<file path="config.mk">
export PLATFORM = sky130hd
export DESIGN_NAME = spc_sector_protection_command_unit
export DESIGN_NICKNAME = d
export VERILOG_FILES = /design/src/hdl/spc_pkg.sv /design/src/hdl/spc_sector_protection_command_unit.sv
export SDC_FILE = /design/constraint.sdc
export NUM_CORES = 1
export LEC_CHECK = 0
export BUFFER_PORTS_ARGS = -buffer_cell sky130_fd_sc_hd__buf_2
export CORE_MARGIN = 2
export CORE_UTILIZATION = 55
export DETAILED_ROUTE_END_ITERATION = 8
export GPL_ROUTABILITY_DRIVEN = 0
export PLACE_DENSITY_LB_ADDON = 0.12
export SYNTH_ARGS = -nofsm -noshare
export SYNTH_HDL_FRONTEND = slang
export SYNTH_SLANG_ARGS = --single-unit
</file>
<file path="constraint.sdc">
create_clock -name mclk_in -period 7 [get_ports mclk_in]
set_input_delay 0.35 -clock mclk_in [delete_from_list [all_inputs] [get_ports mclk_in]]
set_output_delay 0.35 -clock mclk_in [all_outputs]
set_load 0.005 [all_outputs]
</file>
<file path="src/hdl/spc_pkg.sv">
// Constants and types for the sector protection command unit
package spc_pkg;

	// ------------------------------------------------------------
	// Opcodes
	// ------------------------------------------------------------
	localparam logic [7:0] OPC_WRITE_ENABLE    = 8'h06; // Write enable
	localparam logic [7:0] OPC_PROG_PROT       = 8'hfd; // Program protect bit
	localparam logic [7:0] OPC_PROG_PROT_WIDE  = 8'he3; // Program, 4-byte address
	localparam logic [7:0] OPC_ERASE_PROT      = 8'he4; // Erase all protect bits
	localparam logic [7:0] OPC_READ_CONFIG     = 8'h2b; // Read config register
	localparam logic [7:0] OPC_PROG_CONFIG     = 8'h2f; // Program config register
	localparam logic [7:0] OPC_READ_LOCK       = 8'ha7; // Read lock register
	localparam logic [7:0] OPC_CLEAR_LOCK      = 8'ha6; // Clear lock bit
	localparam logic [7:0] OPC_SET_FREEZE      = 8'h91; // Set freeze bit
	localparam logic [7:0] OPC_READ_PASSWORD   = 8'he7; // Read password

	// ------------------------------------------------------------
	// Frame lengths in serial bits, opcode included
	// ------------------------------------------------------------
	localparam logic [6:0] BITS_OPCODE   = 7'h08; // Opcode only
	localparam logic [6:0] BITS_ADDR3    = 7'h20; // Opcode plus 3 address bytes
	localparam logic [6:0] BITS_ADDR4    = 7'h28; // Opcode plus 4 address bytes
	localparam logic [6:0] BITS_CFG_DATA = 7'h18; // Opcode plus 2 data bytes
	localparam logic [6:0] BITS_MAX      = 7'h7f; // Saturation of the bit counter

	// ------------------------------------------------------------
	// Field positions and reset values
	// ------------------------------------------------------------
	localparam int          LOCK_BIT_POS    = 0;        // Protect lock bit
	localparam int          FREEZE_BIT_POS  = 7;        // Freeze flag
	localparam int          PWD_MODE_POS    = 2;        // Password mode bit in config
	localparam int          SECT_ADDR_LSB   = 16;       // Sector index field of address
	localparam logic [15:0] CONFIG_RESET    = 16'hffff; // Factory config value
	localparam logic [7:0]  LOCK_RESET      = 8'h01;    // Lock bit set, not frozen
	localparam logic [7:0]  PROT_BYTE_ON    = 8'h00;    // Sector protected
	localparam logic [7:0]  PROT_BYTE_OFF   = 8'hff;    // Sector unprotected
	localparam int          NUM_SECTORS     = 256;      // Protect bits held

	// ------------------------------------------------------------
	// Timing
	// ------------------------------------------------------------
	localparam int CLK_PERIOD_NS  = 10;    // Core clock period
	localparam int PROG_TIME_NS   = 5000;  // Short nonvolatile write
	localparam int ERASE_TIME_NS  = 20000; // Pre-program plus erase
	localparam logic [15:0] PROG_CYCLES  = 16'(PROG_TIME_NS / CLK_PERIOD_NS);
	localparam logic [15:0] ERASE_CYCLES = 16'(ERASE_TIME_NS / CLK_PERIOD_NS);

	// ------------------------------------------------------------
	// Internal operations
	// ------------------------------------------------------------
	typedef enum logic [2:0] {
		SPC_OP_NONE   = 3'b000,
		SPC_OP_PROG   = 3'b001,
		SPC_OP_ERASE  = 3'b010,
		SPC_OP_CFG    = 3'b011,
		SPC_OP_CLRLK  = 3'b100,
		SPC_OP_FREEZE = 3'b101
	} spc_op_t;

endpackage

</file>
<file path="src/hdl/spc_sector_protection_command_unit.sv">
// Serial command engine for sector protection bits and their registers
`timescale 1ns/100ps

module spc_sector_protection_command_unit
	import spc_pkg::*;
(
	input  wire logic        mclk_in,            // Core clock
	input  wire logic        srst_in,            // Synchronous reset
	input  wire logic        ce_in,              // Clock enable, freezes state
	input  wire logic        cs_n_in,            // Chip select pin, active low
	input  wire logic        sclk_in,            // Serial clock pin
	input  wire logic        si_in,              // Serial data in pin
	output logic             so_out,             // Serial data out
	output logic             so_oe_out,          // Drive enable for serial out
	input  wire logic        extended_address_flag_in, // Four-byte address mode
	input  wire logic [63:0] password_in,        // Stored password value
	input  wire logic        erase_suspend_in,   // Erase suspend request
	output logic             suspend_rejected_out, // Suspend refused pulse
	input  wire logic [7:0]  sector_sel_in,      // Sector for protect byte view
	output logic [7:0]       protect_byte_out,   // 00h protected, FFh not
	output logic             write_in_progress_out, // Busy flag
	output logic             write_enable_latch_out, // Write enable latch
	output logic [15:0]      protect_config_out, // Config register
	output logic [7:0]       lock_reg_out        // Lock register
);

	// ------------------------------------------------------------
	// State
	// ------------------------------------------------------------
	typedef struct packed {
		logic [2:0]             cs_sync;   // Chip select synchroniser and delay
		logic [2:0]             sck_sync;  // Serial clock synchroniser and delay
		logic [1:0]             si_sync;   // Data synchroniser
		logic [6:0]             bit_cnt;   // Bits taken this frame
		logic [31:0]            shift_in;  // Last bits taken
		logic [7:0]             opcode;    // Latched opcode
		logic                   rd_act;    // Read-out running
		logic [63:0]            shift_out; // Rotating read-out pattern
		logic                   so;        // Serial out bit
		logic                   so_oe;     // Serial out enable
		logic                   write_enable_latch;       // Write enable latch
		logic                   write_in_progress;       // Operation in progress
		logic [15:0]            busy_cnt;  // Cycles left in operation
		spc_op_t                op;        // Pending operation
		logic [7:0]             sect;      // Target sector
		logic [15:0]            cfg_data;  // Config value to program
		logic [NUM_SECTORS-1:0] persistent_protect_bit;       // Protect bits, 0 = protected
		logic [15:0]            cfg;       // Config register
		logic [7:0]             lock;      // Lock register
		logic                   rej;       // Suspend refused pulse
	} spc_state_t;

	spc_state_t st_reg;  // Registered state
	spc_state_t st_next; // Next state

	// ------------------------------------------------------------
	// Helpers
	// ------------------------------------------------------------
	// Byte order reversal so the low byte leaves first, msb first
	function automatic logic [63:0] low_byte_first(input logic [63:0] v);
		logic [63:0] r;
		r = '0;
		for (int i = 0; i < 8; i++) begin
			r[63-8*i -: 8] = v[8*i +: 8];
		end
		return r;
	endfunction

	// Sector index from an address field
	function automatic logic [7:0] sector_of(input logic [31:0] a);
		return a[SECT_ADDR_LSB +: 8];
	endfunction

	logic sck_rise;  // Synchronised clock rising edge
	logic sck_fall;  // Synchronised clock falling edge
	logic cs_rise;   // End of frame
	logic cs_low;    // Frame active
	logic [7:0] next_opc; // Opcode as it completes

	// ------------------------------------------------------------
	// Next-state logic
	// ------------------------------------------------------------
	always_comb begin
		st_next  = st_reg;
		st_next.rej = 1'b0;
		// Pins pass two flops; edges are read only past the first stage
		st_next.cs_sync  = {st_reg.cs_sync[1:0], cs_n_in};
		st_next.sck_sync = {st_reg.sck_sync[1:0], sclk_in};
		st_next.si_sync  = {st_reg.si_sync[0], si_in};
		cs_low   = ~st_reg.cs_sync[1];
		cs_rise  = st_reg.cs_sync[1] & ~st_reg.cs_sync[2];
		sck_rise = st_reg.sck_sync[1] & ~st_reg.sck_sync[2];
		sck_fall = ~st_reg.sck_sync[1] & st_reg.sck_sync[2];
		next_opc = {st_reg.shift_in[6:0], st_reg.si_sync[1]};

		// Serial input on rising clock edges
		if (cs_low && sck_rise) begin
			st_next.shift_in = {st_reg.shift_in[30:0], st_reg.si_sync[1]};
			if (st_reg.bit_cnt != BITS_MAX) begin
				st_next.bit_cnt = st_reg.bit_cnt + 7'h01;
			end
			if (st_reg.bit_cnt == BITS_OPCODE - 7'h01) begin
				st_next.opcode = next_opc;
				// Read commands load a pattern that repeats over 64 bits
				case (next_opc)
					OPC_READ_CONFIG: begin
						st_next.rd_act    = 1'b1;
						st_next.shift_out = {4{st_reg.cfg[7:0], st_reg.cfg[15:8]}};
					end
					OPC_READ_LOCK: begin
						st_next.rd_act    = 1'b1;
						st_next.shift_out = {8{st_reg.lock}};
					end
					OPC_READ_PASSWORD: begin
						// Locked password mode: stay silent
						st_next.rd_act    = st_reg.cfg[PWD_MODE_POS];
						st_next.shift_out = low_byte_first(password_in);
					end
					default: begin
						st_next.rd_act = 1'b0;
					end
				endcase
			end
		end

		// Serial output on falling edges, rotated so the value repeats
		if (cs_low && sck_fall && st_reg.rd_act) begin
			st_next.so        = st_reg.shift_out[63];
			st_next.so_oe     = 1'b1;
			st_next.shift_out = {st_reg.shift_out[62:0], st_reg.shift_out[63]};
		end

		// Operation timer; effects land when it expires
		if (st_reg.write_in_progress) begin
			if (st_reg.busy_cnt > 16'h0001) begin
				st_next.busy_cnt = st_reg.busy_cnt - 16'h0001;
			end else begin
				st_next.busy_cnt = '0;
				st_next.write_in_progress      = 1'b0;
				st_next.write_enable_latch      = 1'b0;
				st_next.op       = SPC_OP_NONE;
				case (st_reg.op)
					SPC_OP_PROG:   st_next.persistent_protect_bit[st_reg.sect] = 1'b0;
					SPC_OP_ERASE:  st_next.persistent_protect_bit = '1;
					SPC_OP_CFG:    st_next.cfg = st_reg.cfg_data;
					SPC_OP_CLRLK:  st_next.lock[LOCK_BIT_POS] = 1'b0;
					SPC_OP_FREEZE: st_next.lock[FREEZE_BIT_POS] = 1'b1;
					default:       st_next.op = SPC_OP_NONE;
				endcase
			end
		end

		// Suspend has no effect on protect erase; flag the refusal
		if (erase_suspend_in && st_reg.write_in_progress && st_reg.op == SPC_OP_ERASE) begin
			st_next.rej = 1'b1;
		end

		// End of frame: decode by exact bit count
		if (cs_rise) begin
			st_next.bit_cnt = '0;
			st_next.rd_act  = 1'b0;
			st_next.so_oe   = 1'b0;
			// Writes only when idle and latched
			if (!st_reg.write_in_progress) begin
				case (st_reg.opcode)
					OPC_WRITE_ENABLE: begin
						if (st_reg.bit_cnt == BITS_OPCODE) begin
							st_next.write_enable_latch = 1'b1;
						end
					end
					OPC_PROG_PROT, OPC_PROG_PROT_WIDE: begin
						// Start at select rise after the last address bit
						if (st_reg.write_enable_latch && st_reg.lock[LOCK_BIT_POS] &&
						    st_reg.bit_cnt == ((st_reg.opcode == OPC_PROG_PROT_WIDE ||
						    extended_address_flag_in) ? BITS_ADDR4 : BITS_ADDR3)) begin
							st_next.write_in_progress      = 1'b1;
							st_next.op       = SPC_OP_PROG;
							st_next.busy_cnt = PROG_CYCLES;
							// Only the sector field is used; base offset assumed
							st_next.sect     = sector_of(st_reg.shift_in);
						end
					end
					OPC_ERASE_PROT: begin
						if (st_reg.write_enable_latch && st_reg.lock[LOCK_BIT_POS] &&
						    st_reg.bit_cnt == BITS_OPCODE) begin
							st_next.write_in_progress      = 1'b1;
							st_next.op       = SPC_OP_ERASE;
							st_next.busy_cnt = ERASE_CYCLES;
						end
					end
					OPC_PROG_CONFIG: begin
						if (st_reg.write_enable_latch && st_reg.bit_cnt == BITS_CFG_DATA) begin
							st_next.write_in_progress      = 1'b1;
							st_next.op       = SPC_OP_CFG;
							st_next.busy_cnt = PROG_CYCLES;
							// First byte sent is the low byte
							st_next.cfg_data = {st_reg.shift_in[7:0], st_reg.shift_in[15:8]};
						end
					end
					OPC_CLEAR_LOCK, OPC_SET_FREEZE: begin
						if (st_reg.write_enable_latch && st_reg.bit_cnt == BITS_OPCODE) begin
							st_next.write_in_progress      = 1'b1;
							st_next.op       = (st_reg.opcode == OPC_CLEAR_LOCK) ?
							                   SPC_OP_CLRLK : SPC_OP_FREEZE;
							st_next.busy_cnt = PROG_CYCLES;
						end
					end
					default: begin
						st_next.op = st_reg.op;
					end
				endcase
			end
			st_next.opcode = '0;
		end
	end

	// ------------------------------------------------------------
	// State register
	// ------------------------------------------------------------
	// Select synchroniser stages reset high to match idle select; clock and data stages reset low
	always_ff @(posedge mclk_in) begin
		if (srst_in) begin
			st_reg          <= '0;
			st_reg.cs_sync  <= 3'h7;
			st_reg.op       <= SPC_OP_NONE;
			st_reg.persistent_protect_bit      <= '1;
			st_reg.cfg      <= CONFIG_RESET;
			st_reg.lock     <= LOCK_RESET;
		end else if (ce_in) begin
			st_reg <= st_next;
		end
	end

	// ------------------------------------------------------------
	// Outputs
	// ------------------------------------------------------------
	assign so_out                 = st_reg.so;
	assign so_oe_out              = st_reg.so_oe;
	assign suspend_rejected_out   = st_reg.rej;
	assign write_in_progress_out  = st_reg.write_in_progress;
	assign write_enable_latch_out = st_reg.write_enable_latch;
	assign protect_config_out     = st_reg.cfg;
	assign lock_reg_out           = st_reg.lock;
	// Byte view of the selected bit
	assign protect_byte_out = st_reg.persistent_protect_bit[sector_sel_in] ? PROT_BYTE_OFF : PROT_BYTE_ON;

endmodule

</file>
== Word-level counts from Yosys, hierarchy flattened ==
Index checks and enable logic that the tools add are counted.
Word-level totals
  register bits: 442
  input bits: 80
  logic and storage cells: 129
Cells by class
  add/sub/neg operators: 2
  magnitude comparators: 4
  equal/unequal tests: 21
  mux-type cells: 34
  bitwise logic cells: 11
  reductions and logical operators: 36
Operators with widths (number)
  $pmux 256 s2: 1
  $and 256x256->256: 1
  $not 256->256: 1
  $pmux 64 s3: 1
  $mux 112: 1
  $mux 73: 1
  $pmux 17 s4: 1
  $mux 66: 1
  $mux 20: 3
  $eq 8x8->1 const B: 7
  $mux 16: 3
  $mux 46: 1
  $mux 45: 1
  $mux 28: 1
  $mux 21: 1
  $reduce_and 4->1: 5
  $lt 8x9->1 const B: 2
  $eq 8x6->1 const B: 2
  $gt 16x1->1 const B: 1
  $mux 8: 2
  $sub 16x1->16 const B: 1
  $pmux 3 s5: 1
  $mux 7: 2
  $reduce_bool 2->1: 7
  other kinds (29): 60

== Logic depth before layout (Yosys ltp) ==
  word-level depth: 9
  mapped depth: 12
  depth with buffers taken out: 9

== Worst setup path after synthesis ==
Ideal clock, no wire load.
  path type: input to output
  start: input port sector_sel_in[1]
  end: output port protect_byte_out[1]
  data arrival time: 2.645 ns
  setup slack: 4.005 ns
  stages on the path: 10
  buffers on the path: 5
  cell sequence: buf_2 > buf_2 > buf_2 > buf_2 > mux2i_1 > o22ai_1 > nor4_1 > nor4_1 > o41a_1 > buf_4
On the way
  longest elaborated chain between the ends: 3
RTL lines
  start: declaration: line spc_sector_protection_command_unit.sv:19  | input wire logic [7:0] sector_sel_in,
  $bmux 1 s8: line spc_sector_protection_command_unit.sv:245  | assign protect_byte_out = st_reg.persistent_protect_bit[sector_sel_in] ? PROT_BYTE_OFF : PROT_BYTE_ON;
  $mux 1 (not written as such): line spc_sector_protection_command_unit.sv:245
  $mux 8: line spc_sector_protection_command_unit.sv:245
  end: declaration: line spc_sector_protection_command_unit.sv:20  | output logic [7:0] protect_byte_out,
No other way between the ends. The select of a mux whose other input is x is not followed.

== Final worst setup path ==
  start: input port sector_sel_in[1]
  end: output port protect_byte_out[5]
The elaborated chain is that of the path after synthesis.

==> impl_results.md <==
* Status: finished, final reports clean
* Top Family by Delay on Critical Path: buffers and inverters
* Cells after DPL at ~2.6k
* Worst Skew at roughly 28 ps
* H-tree lvl count at 2
* Max-cap check violation count at 0
* Pin count of the biggest net entering global routing at around 260
* Hold WC Path Type: in2reg
* FF/Latch Area at around 8700 um^2
* DR iter-0 viols at 1435
* Total number of vias at between 15k and 20k
* Synthesized area at ~19000 um^2
* CTS buffer count at 45
* Utilization after layout at approximately three fifths
* Area share of the largest cell type after synthesis at 46.9%
* CP startpoint: sector_sel_in[1]
* Area contributors post-synth: dfxtp_1, nand2_1, o21ai_0
* Sequential share of the synthesized area at 46.9%
* Final Max Tran Viols at 0
* RSZ-0062 raised after global routing: no
* Die span in y at between 150 and 200 um
* First-pass iteration count of the detailed router at 6
* Layout area overhead at 10.8%
* Post_cts resized at 0
* Hold slack at just over 30 ps
* Clk buf depth at 3
* Critical path's largest stage delay at about 700 ps
* Root Buffer: clkbuf_16
* Ant diodes at 0
* Critical Path Slowest Stage Cell: buf_4
* Worst-margin pin slew at ~1200 ps
* Max VDD drop at 180 uV
* Crit Path Max Fanout at 49
* Most frequent CP cell: buf_4
* Finished Cell Area at around 21000 um^2
* CTS Hold Bufs at 0
* DR WL/cell at approximately 18 um
* Final WL at between 40 and 50 mm
* Levels on crit path at 9
* Finished Layout Cells at between 2k and 3k
* Crit path to: protect_byte_out[5]
* Crit path buf inv count at 3
* Effective utilization at floorplan at roughly 56%
* Worst reg2reg setup slack at 3500 ps
* Die Wd at around 190 um
* Port-buffer cells at 110
* Final setup viols at 0
* Core area at 33400 um^2
* Vias/cell at between 5 and 6
* I/O pins at roughly 120
* FF-to-FF End: st_reg[368]
* Main synth FF type: dfxtp_1
* CTS tree: yes
* Synth Register Bits at about 430
* Avg Cell Area, Syn at between 8 and 9 um^2
* Worst endpoint data arrival time at 3430 ps
* Critical path class: in2out
* Grt total ovfl at 0
* R2r worst-path depth at 7
* Largest area contributor in the netlist: dfxtp_1
* Area after DPL at around 19000 um^2
* Layout fillers at roughly 3.0k
* Achievable Freq at approximately 260 MHz
* Final setup margin at around 3200 ps
* Reg-to-reg startpoint: st_next[444]
* Commonest non-fill, non-tap cells in the layout: nand2_1, dfxtp_1, o21ai_0
* Tot Pwr at ~5.2 mW
* Rows at 67
* Layout cells sized above 1 at 11.4%
* Clock transition at path regs at approximately 60 ps
* Worst Path Required at ~6700 ps
* Detailed Place HPWL at a little over 30 mm
* Ys Warns at 0
* Global-route wire length before repair at 77.2 mm
* Number of global-route vias before repair at ~15k
* Mapped Cells at between 2k and 2.5k
* Asr flop ratio synth at 0%
* Die area at 35200 um^2
* Worst path cell trace: buf_4 -> buf_4 -> nand3_1 -> o22ai_1 -> nor4_1 -> o41ai_1 -> a211o_1 -> o41a_1 -> buf_2
* Max_slew headroom at between 20% and 30%
* Net count, final at 2269
* EDFF count, synth at 0
* Total GRT Usage at roughly a quarter
* DR DRC count at 0
* Number of antenna violations at the first check in global routing at 0
* Min Tclk post-route at ~3800 ps
* Final Cycle Share at a little over half
* Worst-skew pair later-pin latency at about 550 ps
* Setup TNS at 0 ps
* Crit path launch type: input port
* Setup bufs post-CTS at 0
* Most common cell after layout, fill and taps aside: nand2_1
* Area occupied by multi-input gates at approximately 9000 um^2
* Final-report hold violation count at 0
* Lkg Pwr at 7.26 nW
* Hold_sp: cs_n_in
* Antenna Violating Nets Remaining at 0
* Max FFs per register at between 300 and 400
* Worst Setup End Kind: output port
* TritonCTS Sinks at roughly 430
* Setup WS pre-CTS at between 3000 and 4000 ps
* PD cells at 253 nW/um^2
* Yosys cell types at 65
-- cell usage after synthesis (4+ instances only) --
master and n:
o22ai_1 26, nand2b_1 9, xor2_1 5, a22oi_1 9
ha_1 4, nor4_1 14, mux4_2 34, buf_1 8
buf_4 31, mux2i_1 80, nand2_1 461, nor2_1 146
nand3_1 30, a22o_1 5, clkbuf_1 138, nand3b_1 12
a211o_1 21, nor4b_1 4, nor3b_1 4, buf_2 16
mux2_2 8, a41oi_1 5, o21ai_0 281, nor3_1 17
and3_1 6, nand4b_1 5, a21oi_1 195, a21o_1 4
a31oi_1 8, or3_1 6, and2_1 5, inv_1 10
nor2b_1 37, a211oi_1 67, o31ai_1 7, dfxtp_1 434
nand4_1 11
-- where the power goes --
part	total, mW	leakage [nW]	switching, mW	internal (mW)
logic	0.171	2.97	0.110	0.0611
clock network	2.55	0.786	0.966	1.58
registers	2.47	3.51	0.00186	2.47
-- worst min-delay path by stage --
stage,slack (ps),depth (start not counted),to
2_1_floorplan,430,1,st_next[447]
3_3_place_gp,440,1,st_next[447]
3_5_place_dp,450,2,so_out
4_1_cts,10,2,st_next[446]
5_1_grt,40,2,st_next[446]
6_report,30,2,st_next[446]
-- kinds of logic after synthesis --
kind of cell / share of synthesized area (%)
AOI/OAI and AO/OA: 19.8
xor gates and xnor gates: 0.378
muxes: 8.94
buffers and inverters: 4.85
DFF: 46.9
and+or+nand+nor: 18.9
other: 0.0202
adders and majority gates: 0.270
-- layout make-up --
type                       count  share of cell area (%)
clock buffer                  65                    6.50
clock inverter                16                    1.29
inverter                      10                   0.183
multi-input combinational   1574                    43.8
sequential                   434                    42.3
tap                          448                    2.73
timing repair buffer         120                    3.14
-- worst reg2reg max path: stages, from the launching register on --
cell and delay [ps]:
dfxtp_1 400, nor3b_1 800, nand4_1 340, a211oi_1 380
o21a_4 270, buf_4 820, nor2_1 150, a211oi_1 260
-- routing by layer --
| layer | part of all wire [%] | track usage [%] | up-vias | wire (um) |
|---|---|---|---|---|
| li1 | - | - | 7660 | - |
| met1 | 45 | 36.3 | 7629 | 21300 |
| met2 | 47 | 44.2 | 498 | 22700 |
| met3 | 5.7 | 3.67 | 84 | 2710 |
| met4 | 2.4 | 7.36 | 0 | 1150 |
| met5 | 0 | 0 | - | 0 |
(Power assumes the default switching activity.)
